`config.mk`:
```
export PLATFORM = sky130hd
export DESIGN_NAME = aldec_decoder
export DESIGN_NICKNAME = d
export VERILOG_FILES = /design/src/aldec_pkg.sv /design/src/aldec_tmr_if.sv /design/src/aldec_decoder.sv /design/src/aldec_cost_timer.sv
export SDC_FILE = /design/constraint.sdc
export NUM_CORES = 1
export LEC_CHECK = 0
export ABC_CLOCK_PERIOD_IN_PS = 2950
export BUFFER_PORTS_ARGS = -buffer_cell sky130_fd_sc_hd__clkbuf_2
export CAP_MARGIN = 5
export CORE_MARGIN = 2
export CORE_UTILIZATION = 50
export DETAILED_ROUTE_END_ITERATION = 8
export PLACE_DENSITY = 0.73
export SYNTH_ARGS = -nofsm -noshare
export SYNTH_HDL_FRONTEND = slang
export SYNTH_SLANG_ARGS = --single-unit
```
`constraint.sdc`:
```
create_clock -name sys_clk -period 2.95 [get_ports sys_clk]
set_input_delay 0.1475 -clock sys_clk [delete_from_list [all_inputs] [get_ports sys_clk]]
set_output_delay 0.1475 -clock sys_clk [all_outputs]
set_load 0.02 [all_outputs]
```
`src/aldec_pkg.sv`:
```
// Constants, types and cycle costs for the arithmetic and logic opcode decoder
// Function
// - Group-three field 101 is signed_mul; 25-28 byte, 34-37 word register cycles.
// - 011010s1 is signed_imm_mul; s=0 adds an immediate byte; 22-25 or 29-32.
// - Group-three field 110 is unsigned_div: 29, 38, 35, 44 cycles.
// - Group-three field 111 is signed_div: 44-52, 53-61, 50-58, 59-67 cycles.
// - Bytes 11010100 then 00001010 are decimal_adjust_mul, 19 cycles.
// - Bytes 11010101 then 00001010 are decimal_adjust_div, 15 cycles.
// - 10011000 is byte_to_word_extend, 2 cycles.
// - 10011001 is word_to_dword_extend, 4 cycles.
// - 1101000w shifts or rotates by one: 2 register, 15 memory cycles.
// - 1101001w shifts by count_low_reg: 5+n register, 17+n memory cycles.
// - 1100000w shifts by an immediate count byte after the addressing byte.
// - conjunction_op: 001000dw 3/10, group-one field 100 4/16, 0010010w accumulator.
// - flag_probe_op: 1000010w 3/10, group-three 000 4/10, 1010100w 3/4.
// - disjunction_op: 000010dw, group-one field 001, 0000110w accumulator 3/4.
// - Accumulator immediates fetch one byte, and a second only when w is 1.
// - Narrow-bus variant adds 4 cycles per memory transfer for word operations other than shifts and signed_imm_mul.
package aldec_pkg;

  // Opcode patterns and masks
  localparam logic [7:0] MASK_W = 8'hFE;
  localparam logic [7:0] MASK_DW = 8'hFC;
  localparam logic [7:0] MASK_S = 8'hFD;
  localparam logic [7:0] OPC_GRP3 = 8'hF6;
  localparam logic [7:0] OPC_SIGNED_MUL_IMM = 8'h69;
  localparam logic [7:0] OPC_ADJ_MUL = 8'hD4;
  localparam logic [7:0] OPC_ADJ_DIV = 8'hD5;
  localparam logic [7:0] OPC_ADJ_BASE = 8'h0A;
  localparam logic [7:0] OPC_BYTE_EXT = 8'h98;
  localparam logic [7:0] OPC_WORD_EXT = 8'h99;
  localparam logic [7:0] OPC_SH_ONE = 8'hD0;
  localparam logic [7:0] OPC_SH_CNT_REG = 8'hD2;
  localparam logic [7:0] OPC_SH_IMM = 8'hC0;
  localparam logic [7:0] OPC_AND_RM = 8'h20;
  localparam logic [7:0] OPC_GRP1 = 8'h80;
  localparam logic [7:0] OPC_AND_ACC = 8'h24;
  localparam logic [7:0] OPC_TEST_RM = 8'h84;
  localparam logic [7:0] OPC_TEST_ACC = 8'hA8;
  localparam logic [7:0] OPC_OR_RM = 8'h08;
  localparam logic [7:0] OPC_OR_ACC = 8'h0C;

  // Opcode bit positions
  localparam int BIT_W = 0;
  localparam int BIT_D = 1;
  localparam int BIT_S = 1;

  // Addressing byte layout
  localparam int MOD_HI = 7;
  localparam int MOD_LO = 6;
  localparam int FLD_HI = 5;
  localparam int FLD_LO = 3;
  localparam int RM_HI = 2;
  localparam int RM_LO = 0;
  localparam logic [1:0] MOD_REG = 2'h3;
  localparam logic [1:0] MOD_DISP8 = 2'h1;
  localparam logic [1:0] MOD_DISP16 = 2'h2;
  localparam logic [2:0] RM_DIRECT = 3'h6;

  // Operation field codes of the immediate groups
  localparam logic [2:0] FLD_TEST = 3'h0;
  localparam logic [2:0] FLD_OR = 3'h1;
  localparam logic [2:0] FLD_AND = 3'h4;
  localparam logic [2:0] FLD_SMUL = 3'h5;
  localparam logic [2:0] FLD_UDIV = 3'h6;
  localparam logic [2:0] FLD_SDIV = 3'h7;

  // Cycle figures
  localparam int CW = 9;
  localparam logic [CW-1:0] NARROW_ADD = 9'h004;
  localparam logic [CW-1:0] SH_ONE_REG = 9'h002;
  localparam logic [CW-1:0] SH_ONE_MEM = 9'h00F;
  localparam logic [CW-1:0] SH_N_REG = 9'h005;
  localparam logic [CW-1:0] SH_N_MEM = 9'h011;
  localparam logic [CW-1:0] ADJ_MUL_CYC = 9'h013;
  localparam logic [CW-1:0] ADJ_DIV_CYC = 9'h00F;
  localparam logic [CW-1:0] BYTE_EXT_CYC = 9'h002;
  localparam logic [CW-1:0] WORD_EXT_CYC = 9'h004;

  typedef enum logic [1:0] {
    ALDEC_XF_NONE = 2'h0,
    ALDEC_XF_ONE = 2'h1,
    ALDEC_XF_TWO = 2'h2
  } aldec_xfer_e;

  typedef enum logic [4:0] {
    ALDEC_NONE = 5'h00,
    ALDEC_SIGNED_MUL = 5'h01,
    ALDEC_SIGNED_IMM_MUL = 5'h02,
    ALDEC_UNSIGNED_DIV = 5'h03,
    ALDEC_SIGNED_DIV = 5'h04,
    ALDEC_DEC_ADJ_MUL = 5'h05,
    ALDEC_DEC_ADJ_DIV = 5'h06,
    ALDEC_BYTE_TO_WORD = 5'h07,
    ALDEC_WORD_TO_DWORD = 5'h08,
    ALDEC_SHIFT_ONE = 5'h09,
    ALDEC_SHIFT_CNT_REG = 5'h0A,
    ALDEC_SHIFT_IMM = 5'h0B,
    ALDEC_AND_RM = 5'h0C,
    ALDEC_AND_IMM = 5'h0D,
    ALDEC_AND_ACC = 5'h0E,
    ALDEC_TEST_RM = 5'h0F,
    ALDEC_TEST_IMM = 5'h10,
    ALDEC_TEST_ACC = 5'h11,
    ALDEC_OR_RM = 5'h12,
    ALDEC_OR_IMM = 5'h13,
    ALDEC_OR_ACC = 5'h14
  } aldec_class_e;

  typedef enum logic [2:0] {
    ALDEC_ROTATE_LEFT = 3'h0,
    ALDEC_ROTATE_RIGHT = 3'h1,
    ALDEC_ROTATE_CARRY_LEFT = 3'h2,
    ALDEC_ROTATE_CARRY_RIGHT = 3'h3,
    ALDEC_SHIFT_LEFT = 3'h4,
    ALDEC_LOGICAL_SHIFT_RIGHT = 3'h5,
    ALDEC_SHIFT_UNDEF = 3'h6,
    ALDEC_ARITH_SHIFT_RIGHT = 3'h7
  } aldec_shift_op_e;

endpackage

```
`src/aldec_tmr_if.sv`:
```
// Start and busy handshake between the decoder and its execution-cost timer
`timescale 1ns/1ns
interface aldec_tmr_if;
  logic start;
  logic [aldec_pkg::CW-1:0] load;
  logic busy;
  modport dec (output start, output load, input busy);
  modport tmr (input start, input load, output busy);
endinterface

```
`src/aldec_decoder.sv`:
```
// Byte-serial decoder for multiply, divide, adjust, extend, shift and logic opcodes
`timescale 1ns/1ns
module aldec_decoder (
  // Clock and reset
  input wire logic sys_clk,
  input wire logic rst,
  // Prefetch queue
  input wire logic [7:0] q_byte,
  input wire logic q_valid,
  output logic q_ready,
  // Datapath state and variant strap
  input wire logic [7:0] count_low_reg,
  input wire logic narrow_bus_pin,
  // Decoded instruction
  output logic dec_valid,
  output aldec_pkg::aldec_class_e dec_class,
  output aldec_pkg::aldec_shift_op_e dec_shift_op,
  output logic dec_wide,
  output logic dec_mem,
  output logic dec_dir,
  output logic [15:0] dec_imm,
  output logic [7:0] dec_count,
  output logic dec_unsupported,
  output logic [aldec_pkg::CW-1:0] cyc_min,
  output logic [aldec_pkg::CW-1:0] cyc_max,
  // Execution in progress
  output logic exec_busy
);

  typedef enum logic [7:0] {
    S_OP = 8'h01,
    S_MODRM = 8'h02,
    S_FIX = 8'h04,
    S_DISP = 8'h08,
    S_IMM = 8'h10,
    S_CNT = 8'h20,
    S_DONE = 8'h40,
    S_WAIT = 8'h80
  } aldec_state_e;

  typedef struct packed {
    aldec_state_e st;
    aldec_pkg::aldec_class_e cls;
    logic [2:0] fld;
    logic w;
    logic sbit;
    logic dbit;
    logic mem;
    logic [1:0] disp_left;
    logic [1:0] imm_left;
    logic imm_hi;
    logic need_cnt;
    logic [7:0] cnt;
    logic [15:0] imm;
    logic unsup;
    logic rdy;
    logic vld;
    logic start;
    logic [aldec_pkg::CW-1:0] cmin;
    logic [aldec_pkg::CW-1:0] cmax;
    logic sync1;
    logic sync2;
  } aldec_dec_s;

  aldec_dec_s r_q;
  aldec_dec_s r_d;
  aldec_tmr_if tif ();

  aldec_cost_timer u_timer (
    .sys_clk(sys_clk),
    .rst(rst),
    .t(tif.tmr)
  );

  ////////////////////////////////////////////////////////////////////////////
  // Helpers

  function automatic logic op_is(input logic [7:0] b, input logic [7:0] m,
                                 input logic [7:0] p);
    op_is = ((b & m) == p);
  endfunction

  // Next fetch phase once the addressing byte or a displacement is done
  function automatic aldec_state_e next_phase(input logic [1:0] disp,
                                              input logic [1:0] imm,
                                              input logic cnt);
    if (disp != 2'h0) begin
      next_phase = S_DISP;
    end else if (imm != 2'h0) begin
      next_phase = S_IMM;
    end else if (cnt) begin
      next_phase = S_CNT;
    end else begin
      next_phase = S_DONE;
    end
  endfunction

  // Displacement bytes implied by the mode and register/memory fields
  function automatic logic [1:0] disp_bytes(input logic [7:0] m);
    if (m[aldec_pkg::MOD_HI:aldec_pkg::MOD_LO] == aldec_pkg::MOD_DISP8) begin
      disp_bytes = 2'h1;
    end else if (m[aldec_pkg::MOD_HI:aldec_pkg::MOD_LO] == aldec_pkg::MOD_DISP16) begin
      disp_bytes = 2'h2;
    end else if (m[aldec_pkg::MOD_HI:aldec_pkg::MOD_LO] == 2'h0 &&
                 m[aldec_pkg::RM_HI:aldec_pkg::RM_LO] == aldec_pkg::RM_DIRECT) begin
      disp_bytes = 2'h2;
    end else begin
      disp_bytes = 2'h0;
    end
  endfunction

  function automatic logic [aldec_pkg::CW-1:0] pick(input logic sel,
                                                    input logic [aldec_pkg::CW-1:0] a,
                                                    input logic [aldec_pkg::CW-1:0] b);
    pick = sel ? b : a;
  endfunction

  localparam int CWM = aldec_pkg::CW - 2;

  // Cycle cost as {min, max}; ranges depend on operand values we cannot see
  function automatic logic [2*aldec_pkg::CW-1:0] cost(input aldec_pkg::aldec_class_e c,
                                                      input logic w, input logic mem,
                                                      input logic sb, input logic db,
                                                      input logic [7:0] n,
                                                      input logic narrow);
    logic [aldec_pkg::CW-1:0] lo;
    logic [aldec_pkg::CW-1:0] hi;
    logic [aldec_pkg::CW-1:0] nn;
    aldec_pkg::aldec_xfer_e xf;
    lo = '0;
    hi = '0;
    nn = {1'b0, n};
    xf = aldec_pkg::ALDEC_XF_NONE;
    case (c)
      aldec_pkg::ALDEC_SIGNED_MUL: begin
        lo = mem ? (w ? 9'd40 : 9'd31) : (w ? 9'd34 : 9'd25);
        hi = mem ? (w ? 9'd43 : 9'd34) : (w ? 9'd37 : 9'd28);
        xf = aldec_pkg::ALDEC_XF_ONE;
      end
      aldec_pkg::ALDEC_SIGNED_IMM_MUL: begin
        lo = pick(sb, 9'd29, 9'd22);
        hi = pick(sb, 9'd32, 9'd25);
      end
      aldec_pkg::ALDEC_UNSIGNED_DIV: begin
        lo = mem ? (w ? 9'd44 : 9'd35) : (w ? 9'd38 : 9'd29);
        hi = lo;
        xf = aldec_pkg::ALDEC_XF_ONE;
      end
      aldec_pkg::ALDEC_SIGNED_DIV: begin
        lo = mem ? (w ? 9'd59 : 9'd50) : (w ? 9'd53 : 9'd44);
        hi = lo + 9'd8;
        xf = aldec_pkg::ALDEC_XF_ONE;
      end
      aldec_pkg::ALDEC_DEC_ADJ_MUL: begin
        lo = aldec_pkg::ADJ_MUL_CYC;
        hi = lo;
      end
      aldec_pkg::ALDEC_DEC_ADJ_DIV: begin
        lo = aldec_pkg::ADJ_DIV_CYC;
        hi = lo;
      end
      aldec_pkg::ALDEC_BYTE_TO_WORD: begin
        lo = aldec_pkg::BYTE_EXT_CYC;
        hi = lo;
      end
      aldec_pkg::ALDEC_WORD_TO_DWORD: begin
        lo = aldec_pkg::WORD_EXT_CYC;
        hi = lo;
      end
      aldec_pkg::ALDEC_SHIFT_ONE: begin
        lo = pick(mem, aldec_pkg::SH_ONE_REG, aldec_pkg::SH_ONE_MEM);
        hi = lo;
      end
      aldec_pkg::ALDEC_SHIFT_CNT_REG, aldec_pkg::ALDEC_SHIFT_IMM: begin
        lo = pick(mem, aldec_pkg::SH_N_REG, aldec_pkg::SH_N_MEM) + nn;
        hi = lo;
      end
      aldec_pkg::ALDEC_AND_RM, aldec_pkg::ALDEC_OR_RM: begin
        lo = pick(mem, 9'd3, 9'd10);
        hi = lo;
        xf = db ? aldec_pkg::ALDEC_XF_ONE : aldec_pkg::ALDEC_XF_TWO;
      end
      aldec_pkg::ALDEC_AND_IMM, aldec_pkg::ALDEC_OR_IMM: begin
        lo = pick(mem, 9'd4, 9'd16);
        hi = lo;
        xf = aldec_pkg::ALDEC_XF_TWO;
      end
      aldec_pkg::ALDEC_TEST_RM: begin
        lo = pick(mem, 9'd3, 9'd10);
        hi = lo;
        xf = aldec_pkg::ALDEC_XF_ONE;
      end
      aldec_pkg::ALDEC_TEST_IMM: begin
        lo = pick(mem, 9'd4, 9'd10);
        hi = lo;
        xf = aldec_pkg::ALDEC_XF_ONE;
      end
      aldec_pkg::ALDEC_AND_ACC, aldec_pkg::ALDEC_TEST_ACC, aldec_pkg::ALDEC_OR_ACC: begin
        lo = pick(w, 9'd3, 9'd4);
        hi = lo;
      end
      default: begin
        lo = '0;
        hi = '0;
      end
    endcase
    if (narrow && w && mem && xf != aldec_pkg::ALDEC_XF_NONE) begin
      lo = lo + ((xf == aldec_pkg::ALDEC_XF_TWO) ? {aldec_pkg::NARROW_ADD[CWM:0], 1'b0}
                                                 : aldec_pkg::NARROW_ADD);
      hi = hi + ((xf == aldec_pkg::ALDEC_XF_TWO) ? {aldec_pkg::NARROW_ADD[CWM:0], 1'b0}
                                                 : aldec_pkg::NARROW_ADD);
    end
    cost = {lo, hi};
  endfunction

  ////////////////////////////////////////////////////////////////////////////
  // Decode sequencer

  always_comb begin
    logic take;
    logic [7:0] b;
    logic [2*aldec_pkg::CW-1:0] cc;
    take = q_valid && r_q.rdy;
    b = q_byte;
    cc = '0;
    r_d = r_q;
    r_d.vld = 1'b0;
    r_d.start = 1'b0;
    r_d.sync1 = narrow_bus_pin;
    r_d.sync2 = r_q.sync1;
    case (r_q.st)
      S_OP: begin
        if (take) begin
          r_d.w = b[aldec_pkg::BIT_W];
          r_d.dbit = b[aldec_pkg::BIT_D];
          r_d.sbit = b[aldec_pkg::BIT_S];
          r_d.mem = 1'b0;
          r_d.unsup = 1'b0;
          r_d.imm = '0;
          r_d.cnt = '0;
          r_d.fld = '0;
          r_d.imm_left = 2'h0;
          r_d.need_cnt = 1'b0;
          r_d.st = S_MODRM;
          if (op_is(b, aldec_pkg::MASK_W, aldec_pkg::OPC_GRP3)) begin
            r_d.cls = aldec_pkg::ALDEC_NONE;
          end else if (op_is(b, aldec_pkg::MASK_S, aldec_pkg::OPC_SIGNED_MUL_IMM)) begin
            r_d.cls = aldec_pkg::ALDEC_SIGNED_IMM_MUL;
            r_d.w = 1'b1;
            r_d.imm_left = b[aldec_pkg::BIT_S] ? 2'h1 : 2'h2;
          end else if (b == aldec_pkg::OPC_ADJ_MUL) begin
            r_d.cls = aldec_pkg::ALDEC_DEC_ADJ_MUL;
            r_d.st = S_FIX;
          end else if (b == aldec_pkg::OPC_ADJ_DIV) begin
            r_d.cls = aldec_pkg::ALDEC_DEC_ADJ_DIV;
            r_d.st = S_FIX;
          end else if (b == aldec_pkg::OPC_BYTE_EXT) begin
            r_d.cls = aldec_pkg::ALDEC_BYTE_TO_WORD;
            r_d.st = S_DONE;
          end else if (b == aldec_pkg::OPC_WORD_EXT) begin
            r_d.cls = aldec_pkg::ALDEC_WORD_TO_DWORD;
            r_d.st = S_DONE;
          end else if (op_is(b, aldec_pkg::MASK_W, aldec_pkg::OPC_SH_ONE)) begin
            r_d.cls = aldec_pkg::ALDEC_SHIFT_ONE;
          end else if (op_is(b, aldec_pkg::MASK_W, aldec_pkg::OPC_SH_CNT_REG)) begin
            r_d.cls = aldec_pkg::ALDEC_SHIFT_CNT_REG;
          end else if (op_is(b, aldec_pkg::MASK_W, aldec_pkg::OPC_SH_IMM)) begin
            r_d.cls = aldec_pkg::ALDEC_SHIFT_IMM;
            r_d.need_cnt = 1'b1;
          end else if (op_is(b, aldec_pkg::MASK_DW, aldec_pkg::OPC_AND_RM)) begin
            r_d.cls = aldec_pkg::ALDEC_AND_RM;
          end else if (op_is(b, aldec_pkg::MASK_DW, aldec_pkg::OPC_OR_RM)) begin
            r_d.cls = aldec_pkg::ALDEC_OR_RM;
          end else if (op_is(b, aldec_pkg::MASK_W, aldec_pkg::OPC_TEST_RM)) begin
            r_d.cls = aldec_pkg::ALDEC_TEST_RM;
          end else if (op_is(b, aldec_pkg::MASK_W, aldec_pkg::OPC_GRP1)) begin
            r_d.cls = aldec_pkg::ALDEC_NONE;
            r_d.imm_left = b[aldec_pkg::BIT_W] ? 2'h2 : 2'h1;
          end else if (op_is(b, aldec_pkg::MASK_W, aldec_pkg::OPC_AND_ACC) ||
                       op_is(b, aldec_pkg::MASK_W, aldec_pkg::OPC_TEST_ACC) ||
                       op_is(b, aldec_pkg::MASK_W, aldec_pkg::OPC_OR_ACC)) begin
            r_d.cls = op_is(b, aldec_pkg::MASK_W, aldec_pkg::OPC_AND_ACC) ?
                      aldec_pkg::ALDEC_AND_ACC :
                      (op_is(b, aldec_pkg::MASK_W, aldec_pkg::OPC_OR_ACC) ?
                       aldec_pkg::ALDEC_OR_ACC : aldec_pkg::ALDEC_TEST_ACC);
            r_d.imm_left = b[aldec_pkg::BIT_W] ? 2'h2 : 2'h1;
            r_d.st = S_IMM;
          end else begin
            // Length unknown outside this group, so report and stay on opcodes
            r_d.cls = aldec_pkg::ALDEC_NONE;
            r_d.unsup = 1'b1;
            r_d.st = S_DONE;
          end
        end
      end
      S_MODRM: begin
        if (take) begin
          r_d.fld = b[aldec_pkg::FLD_HI:aldec_pkg::FLD_LO];
          r_d.mem = (b[aldec_pkg::MOD_HI:aldec_pkg::MOD_LO] != aldec_pkg::MOD_REG);
          r_d.disp_left = disp_bytes(b);
          if (r_q.cls == aldec_pkg::ALDEC_NONE && r_q.imm_left != 2'h0) begin
            if (b[aldec_pkg::FLD_HI:aldec_pkg::FLD_LO] == aldec_pkg::FLD_AND) begin
              r_d.cls = aldec_pkg::ALDEC_AND_IMM;
            end else if (b[aldec_pkg::FLD_HI:aldec_pkg::FLD_LO] == aldec_pkg::FLD_OR) begin
              r_d.cls = aldec_pkg::ALDEC_OR_IMM;
            end else begin
              r_d.unsup = 1'b1;
            end
          end else if (r_q.cls == aldec_pkg::ALDEC_NONE) begin
            if (b[aldec_pkg::FLD_HI:aldec_pkg::FLD_LO] == aldec_pkg::FLD_SMUL) begin
              r_d.cls = aldec_pkg::ALDEC_SIGNED_MUL;
            end else if (b[aldec_pkg::FLD_HI:aldec_pkg::FLD_LO] == aldec_pkg::FLD_UDIV) begin
              r_d.cls = aldec_pkg::ALDEC_UNSIGNED_DIV;
            end else if (b[aldec_pkg::FLD_HI:aldec_pkg::FLD_LO] == aldec_pkg::FLD_SDIV) begin
              r_d.cls = aldec_pkg::ALDEC_SIGNED_DIV;
            end else if (b[aldec_pkg::FLD_HI:aldec_pkg::FLD_LO] == aldec_pkg::FLD_TEST) begin
              r_d.cls = aldec_pkg::ALDEC_TEST_IMM;
              r_d.imm_left = r_q.w ? 2'h2 : 2'h1;
            end else begin
              r_d.unsup = 1'b1;
            end
          end else if (r_q.cls == aldec_pkg::ALDEC_SHIFT_ONE ||
                       r_q.cls == aldec_pkg::ALDEC_SHIFT_CNT_REG ||
                       r_q.cls == aldec_pkg::ALDEC_SHIFT_IMM) begin
            if (b[aldec_pkg::FLD_HI:aldec_pkg::FLD_LO] == aldec_pkg::ALDEC_SHIFT_UNDEF) begin
              r_d.unsup = 1'b1;
            end
          end
          if (r_q.cls == aldec_pkg::ALDEC_SHIFT_CNT_REG) begin
            r_d.cnt = count_low_reg;
          end
          r_d.st = next_phase(r_d.disp_left, r_d.imm_left, r_q.need_cnt);
        end
      end
      S_FIX: begin
        if (take) begin
          r_d.unsup = (b != aldec_pkg::OPC_ADJ_BASE);
          r_d.st = S_DONE;
        end
      end
      S_DISP: begin
        if (take) begin
          r_d.disp_left = r_q.disp_left - 2'h1;
          r_d.st = next_phase(r_d.disp_left, r_q.imm_left, r_q.need_cnt);
        end
      end
      S_IMM: begin
        if (take) begin
          // Low byte first, high byte second
          if (r_q.imm_left == 2'h2) begin
            r_d.imm[7:0] = b;
          end else if (r_q.imm_hi) begin
            r_d.imm[15:8] = b;
          end else begin
            r_d.imm[7:0] = b;
          end
          r_d.imm_hi = (r_q.imm_left == 2'h2);
          r_d.imm_left = r_q.imm_left - 2'h1;
          r_d.st = next_phase(2'h0, r_d.imm_left, r_q.need_cnt);
        end
      end
      S_CNT: begin
        if (take) begin
          r_d.cnt = b;
          r_d.need_cnt = 1'b0;
          r_d.st = S_DONE;
        end
      end
      S_DONE: begin
        cc = cost(r_q.cls, r_q.w, r_q.mem, r_q.sbit, r_q.dbit, r_q.cnt, r_q.sync2);
        r_d.cmin = r_q.unsup ? '0 : cc[2*aldec_pkg::CW-1:aldec_pkg::CW];
        r_d.cmax = r_q.unsup ? '0 : cc[aldec_pkg::CW-1:0];
        r_d.imm_hi = 1'b0;
        r_d.vld = 1'b1;
        r_d.start = 1'b1;
        r_d.st = S_WAIT;
      end
      S_WAIT: begin
        // Timer answers a cycle after start, so start itself also blocks
        if (!r_q.start && !tif.busy) begin
          r_d.st = S_OP;
        end
      end
      default: begin
        r_d.st = S_OP;
      end
    endcase
    r_d.rdy = (r_d.st == S_OP) || (r_d.st == S_MODRM) || (r_d.st == S_FIX) ||
              (r_d.st == S_DISP) || (r_d.st == S_IMM) || (r_d.st == S_CNT);
  end

  always_ff @(posedge sys_clk) begin
    if (rst) begin
      r_q <= '{st: S_OP, cls: aldec_pkg::ALDEC_NONE, rdy: 1'b1, default: '0};
    end else begin
      r_q <= r_d;
    end
  end

  ////////////////////////////////////////////////////////////////////////////
  // Outputs

  assign tif.start = r_q.start;
  assign tif.load = r_q.cmin;
  assign q_ready = r_q.rdy;
  assign dec_valid = r_q.vld;
  assign dec_class = r_q.cls;
  assign dec_shift_op = aldec_pkg::aldec_shift_op_e'(r_q.fld);
  assign dec_wide = r_q.w;
  assign dec_mem = r_q.mem;
  assign dec_dir = r_q.dbit;
  assign dec_imm = r_q.imm;
  assign dec_count = r_q.cnt;
  assign dec_unsupported = r_q.unsup;
  assign cyc_min = r_q.cmin;
  assign cyc_max = r_q.cmax;
  assign exec_busy = tif.busy;

endmodule

```
`src/aldec_cost_timer.sv`:
```
// Down counter that holds the decoder busy for an instruction's minimum cycle cost
`timescale 1ns/1ns
module aldec_cost_timer (
  // Clock and reset
  input wire logic sys_clk,
  input wire logic rst,
  // Decoder side
  aldec_tmr_if.tmr t
);

  typedef struct packed {
    logic [aldec_pkg::CW-1:0] left;
    logic busy;
  } aldec_tmr_s;

  aldec_tmr_s r_q;
  aldec_tmr_s r_d;

  always_comb begin
    r_d = r_q;
    if (t.start && (t.load != '0)) begin
      r_d.left = t.load;
      r_d.busy = 1'b1;
    end else if (r_q.busy) begin
      r_d.left = r_q.left - 1'b1;
      r_d.busy = (r_q.left > 9'h001);
    end
  end

  always_ff @(posedge sys_clk) begin
    if (rst) begin
      r_q <= '0;
    end else begin
      r_q <= r_d;
    end
  end

  assign t.busy = r_q.busy;

endmodule

```
==> results.md <==
| Stage | Result | This run |
|---|---|---|
| logic synthesis | Avg Synthesized Cell Area | 7.80 sq um |
| sta | Hold slack | 0.0168 ns |
| cts | CTS tree | built |
| layout | Most common cell after layout, fill and taps aside | sky130_fd_sc_hd__dfxtp_1 |
| logic synthesis | Fraction of the yosys area taken by sequential cells | 26.3% |
| cts | Number of buffers added by the clock tree synthesis step | 9 |
| routing | Via count normalized by instance count | 6.17 |
| setup path | Setup CP Type | reg2reg |
| cts | Worst-skew pair later-pin latency | 0.35 ns |
| cts | Hold buffer count at cts | 0 |
| logic synthesis | Syn Std Cell Area | 6240 sq um |
| routing | Pre-Repair DR Iteration Count | 5 |
| cts | Clock transition time at the flip-flop clock pins of the worst setup and hold paths | 0.07 ns |
| die | Effective utilization at floorplan | 51.6% |
| run | Max capacitance violation total | 0 |
| logic synthesis | Syn Nets | 842 |
| die | Core region area | 12100 sq um |
| sta | Final Cycle Share | 96.2% |
| sta | Final sum of negative setup slack | 0 ns |
| routing | DRC violations left | 0 |
| logic synthesis | Synth Register Bits | 82 |
| logic synthesis | YS warnings | 0 |
| cts | Clock H-tree levels | 3 |
| pwr | Worst voltage drop across the vdd grid | 0.264 mV |
| sta | Worst Max-Slew Pin Slew | 0.734 ns |
| status | Outcome | complete, no violations |
| sta | Highest achievable clock rate | 0.352 GHz |
| die | Num rows | 40 |
| setup path | Nature of the critical path endpoint | flip-flop |
| place | Number of I/O port buffers | 76 |
| setup path | Largest fanout on the critical path | 3 |
| grt | Global-route congestion overflow total | 0 |
| setup path | Bufs and invs on worst path | 2 |
| routing | Post-Route WL | 18600 um |
| setup path | Worst stage delay on the critical path | 0.35 ns |
| place | Total placed instance area | 6550 sq um |
| layout | Design Area, Final | 6900 sq um |
| place | HPWL after detailed placement | 13900 um |
| sta | Remaining max-slew budget at the tightest pin | 50.4% |
| die | Die Area | 13400 sq um |
| setup path | Required time at the worst-slack endpoint | 3.19 ns |
| routing | First-iteration detailed-routing DRC count | 490 |
| die | Die X | 116 um |
| grt | Number of global-route vias before repair | 5617 |
| setup path | Nature of the critical path startpoint | flip-flop |
| logic synthesis | Count of different cell masters after synthesis | 84 |
| pwr | Cell Pwr Density | 575 nW/um^2 |
| sta | Number of endpoints failing setup at the final stage | 0 |
| grt | Antenna violations before repair | 0 |
| routing | Final routed wire length divided by cell count | 18.7 um |
| setup path | Arrival time at the worst endpoint | 3.08 ns |
| grt | GRT Resource Usage Total | 27.3% |
| setup path | Cell with the largest stage delay on the worst path | sky130_fd_sc_hd__a222oi_1 |
| sta | Min Tclk post-route | 2.84 ns |
| place | Final RePlAce weighted congestion | 0.952 |
| grt | Global-route wire length before repair | 28700 um |
| logic synthesis | Mapped Cells | 801 |
| layout | Fraction of layout instances using a drive strength above 1 | 21.2% |
| routing | Remaining number of nets flagged by the antenna check after routing | 0 |
| worst hold path | Path category of the worst min-delay check | in2reg |
| layout | Leading cell types in the layout, fill and taps excluded | sky130_fd_sc_hd__dfxtp_1, sky130_fd_sc_hd__nor2_1, sky130_fd_sc_hd__clkbuf_2 |
| die | Boundary pin count | 77 |
| die | Y dimension of the die | 116 um |
| cts | Maximum buffer depth of the clock tree | 2 |
| logic synthesis | Number of enable flip-flop cells after synthesis | 0 |
| sta | Worst Setup Slack, final | 0.112 ns |
| setup path | Dominant delay contributor by cell family on the critical path | compound AO/OA/AOI/OAI gates |
| cts | Cell chosen for the clock root | sky130_fd_sc_hd__clkbuf_16 |
| setup path | Sequence of cells on the critical path | inv_1 -> ha_1 -> a31oi_2 -> xnor2_1 -> a222oi_1 -> buf_4 -> o2111ai_2 -> ha_1 -> a21o_1 -> o311ai_0 -> xnor2_1 -> a22o_1 |
| logic synthesis | Top_reg_cell synth | sky130_fd_sc_hd__dfxtp_1 |
| layout | Nets | 863 |
| pwr | Lkg Pwr | 0.00277 uW |
| sta | Final max-slew violation count | 0 |
| routing | Total number of vias | 6141 |
| logic synthesis | Share of synthesized registers carrying an async set or reset | 0% |
| layout | Antenna diode instance count | 0 |
| cts | Clock net sink count | 82 |
| sta | Clock Skew | 0.00784 ns |
| sta | Final Hold Vio Count | 0 |
| layout | Area overhead of the layout relative to synthesis | 10.5% |
| grt | Maximum number of pins on one net before global-route repair | 52 |
| place | Worst setup slack before clock tree synthesis | 0.0429 ns |
stage by stage:
step                total power, uW  instances  util (%)
floorplan                      2340        801         -
global placement               2720        978      54.0
detailed placement             2740        978      54.0
CTS                            3940        994      56.6
global route                   4160        995      57.0
finish                         3960        995      57.0
Yosys cell counts (4+ instances only):
library cell	instances	share of area [%]
sky130_fd_sc_hd__nand4_1	10	1.0
sky130_fd_sc_hd__buf_2	15	1.2
sky130_fd_sc_hd__a22o_1	11	1.5
sky130_fd_sc_hd__nor4bb_1	4	0.64
sky130_fd_sc_hd__nand2b_1	15	1.5
sky130_fd_sc_hd__and4_1	4	0.56
sky130_fd_sc_hd__nor3_1	25	2.0
sky130_fd_sc_hd__xor2_1	13	1.8
sky130_fd_sc_hd__nor2_1	76	4.6
sky130_fd_sc_hd__buf_1	4	0.24
sky130_fd_sc_hd__a211oi_1	21	2.5
sky130_fd_sc_hd__or2_2	5	0.50
sky130_fd_sc_hd__mux2i_1	4	0.64
sky130_fd_sc_hd__o22ai_1	6	0.60
sky130_fd_sc_hd__or3_1	7	0.70
sky130_fd_sc_hd__a31oi_1	8	0.80
sky130_fd_sc_hd__a211oi_2	5	1.0
sky130_fd_sc_hd__o32ai_1	4	0.56
sky130_fd_sc_hd__clkbuf_1	37	2.2
sky130_fd_sc_hd__ha_1	19	3.8
sky130_fd_sc_hd__o21ai_0	19	1.5
sky130_fd_sc_hd__a21o_1	11	1.3
sky130_fd_sc_hd__a21oi_1	53	4.2
sky130_fd_sc_hd__a32o_1	4	0.64
sky130_fd_sc_hd__nor4_1	8	0.80
sky130_fd_sc_hd__nor4b_1	7	0.98
sky130_fd_sc_hd__nand2_1	65	3.9
sky130_fd_sc_hd__and2_1	11	1.1
sky130_fd_sc_hd__buf_4	50	6.0
sky130_fd_sc_hd__a311oi_1	4	0.56
sky130_fd_sc_hd__nand3_1	21	1.7
sky130_fd_sc_hd__and3_1	5	0.50
sky130_fd_sc_hd__dfxtp_1	82	26
sky130_fd_sc_hd__buf_6	4	0.72
sky130_fd_sc_hd__o21bai_1	5	0.60
sky130_fd_sc_hd__inv_1	21	1.3
sky130_fd_sc_hd__nand3b_1	5	0.60
sky130_fd_sc_hd__a22oi_1	17	2.0
sky130_fd_sc_hd__xnor2_1	13	1.8
sky130_fd_sc_hd__o211ai_1	5	0.60
sky130_fd_sc_hd__nor3b_1	8	0.96
sky130_fd_sc_hd__nor2b_1	18	1.8
sky130_fd_sc_hd__a221oi_1	4	0.56
layer usage:
layer  up-vias  part of all wire [%]  GRT usage [%]
met5         -                     0              0
met4         0                   3.3           11.9
met3        45                   5.9           5.07
met2       232                    49           46.3
met1      2920                    42           33.9
li1       2944                     -              -
flip-flops by register name, indices dropped and copies added (netlist names):
name and count:
dec_count 8, dec_valid 1, r_d 1, dec_dir 1, u_timer.t.busy 1, cyc_max 9
dec_shift_op 3, dec_wide 1, dec_class 5, r_q 15, dec_imm 16, dec_mem 1
u_timer.r_q 9, cyc_min 9, q_ready 1, dec_unsupported 1
worst paths after layout:
check | from | end | slack, ns | depth (start not counted)
max | dec_mem | cyc_min[5] | 0.11 | 12
min | narrow_bus_pin | r_d[0] | 0.02 | 2
max reg2reg | dec_mem | cyc_min[5] | 0.11 | 12
min reg2reg | r_d[0] | r_q[0] | 0.43 | 1
worst reg2reg max path: stages (launching register included):
cell and delay [ns]:
sky130_fd_sc_hd__dfxtp_4 0.34, sky130_fd_sc_hd__inv_1 0.05, sky130_fd_sc_hd__ha_1 0.34, sky130_fd_sc_hd__a31oi_2 0.26
sky130_fd_sc_hd__xnor2_1 0.11, sky130_fd_sc_hd__a222oi_1 0.35, sky130_fd_sc_hd__buf_4 0.19, sky130_fd_sc_hd__o2111ai_2 0.17
sky130_fd_sc_hd__ha_1 0.33, sky130_fd_sc_hd__a21o_1 0.10, sky130_fd_sc_hd__o311ai_0 0.14, sky130_fd_sc_hd__xnor2_1 0.16
sky130_fd_sc_hd__a22o_1 0.20
logic make-up (layout without fill, tap and decap cells):
kind of cell	after synthesis	count (layout)	share of synthesized area, %
and+or+nand+nor	312	312	27.2
buffers and inverters	132	158	11.7
DFF	82	82	26.3
muxes	4	4	0.641
xor gates and xnor gates	26	26	3.65
AOI/OAI and AO/OA	224	224	26.1
adders and majority gates	21	21	4.45
power breakdown:
part	leakage (uW)	switching [uW]	internal, uW
Combinational	0.00195	928	566
Clock	0.000150	497	690
Sequential	0.000667	109	1180
timing repair:
action,4_1_cts,5_1_grt
hold endpoints to repair,0,0
gates resized for setup,1,9
buffers inserted,0,1
pin swaps,0,2
setup endpoints to repair,1,4
layout make-up:
| class | instances | area [sq um] |
|---|---|---|
| Clock buffer | 10 | 239 |
| Clock inverter | 6 | 72.6 |
| Fill cell | 1185 | 5210 |
| Inverter | 21 | 78.8 |
| Multi-Input combinational cell | 587 | 3910 |
| Sequential cell | 82 | 1650 |
| Tap cell | 168 | 210 |
| Timing Repair Buffer | 121 | 743 |
No activity file was read; power rests on OpenSTA's default activity.
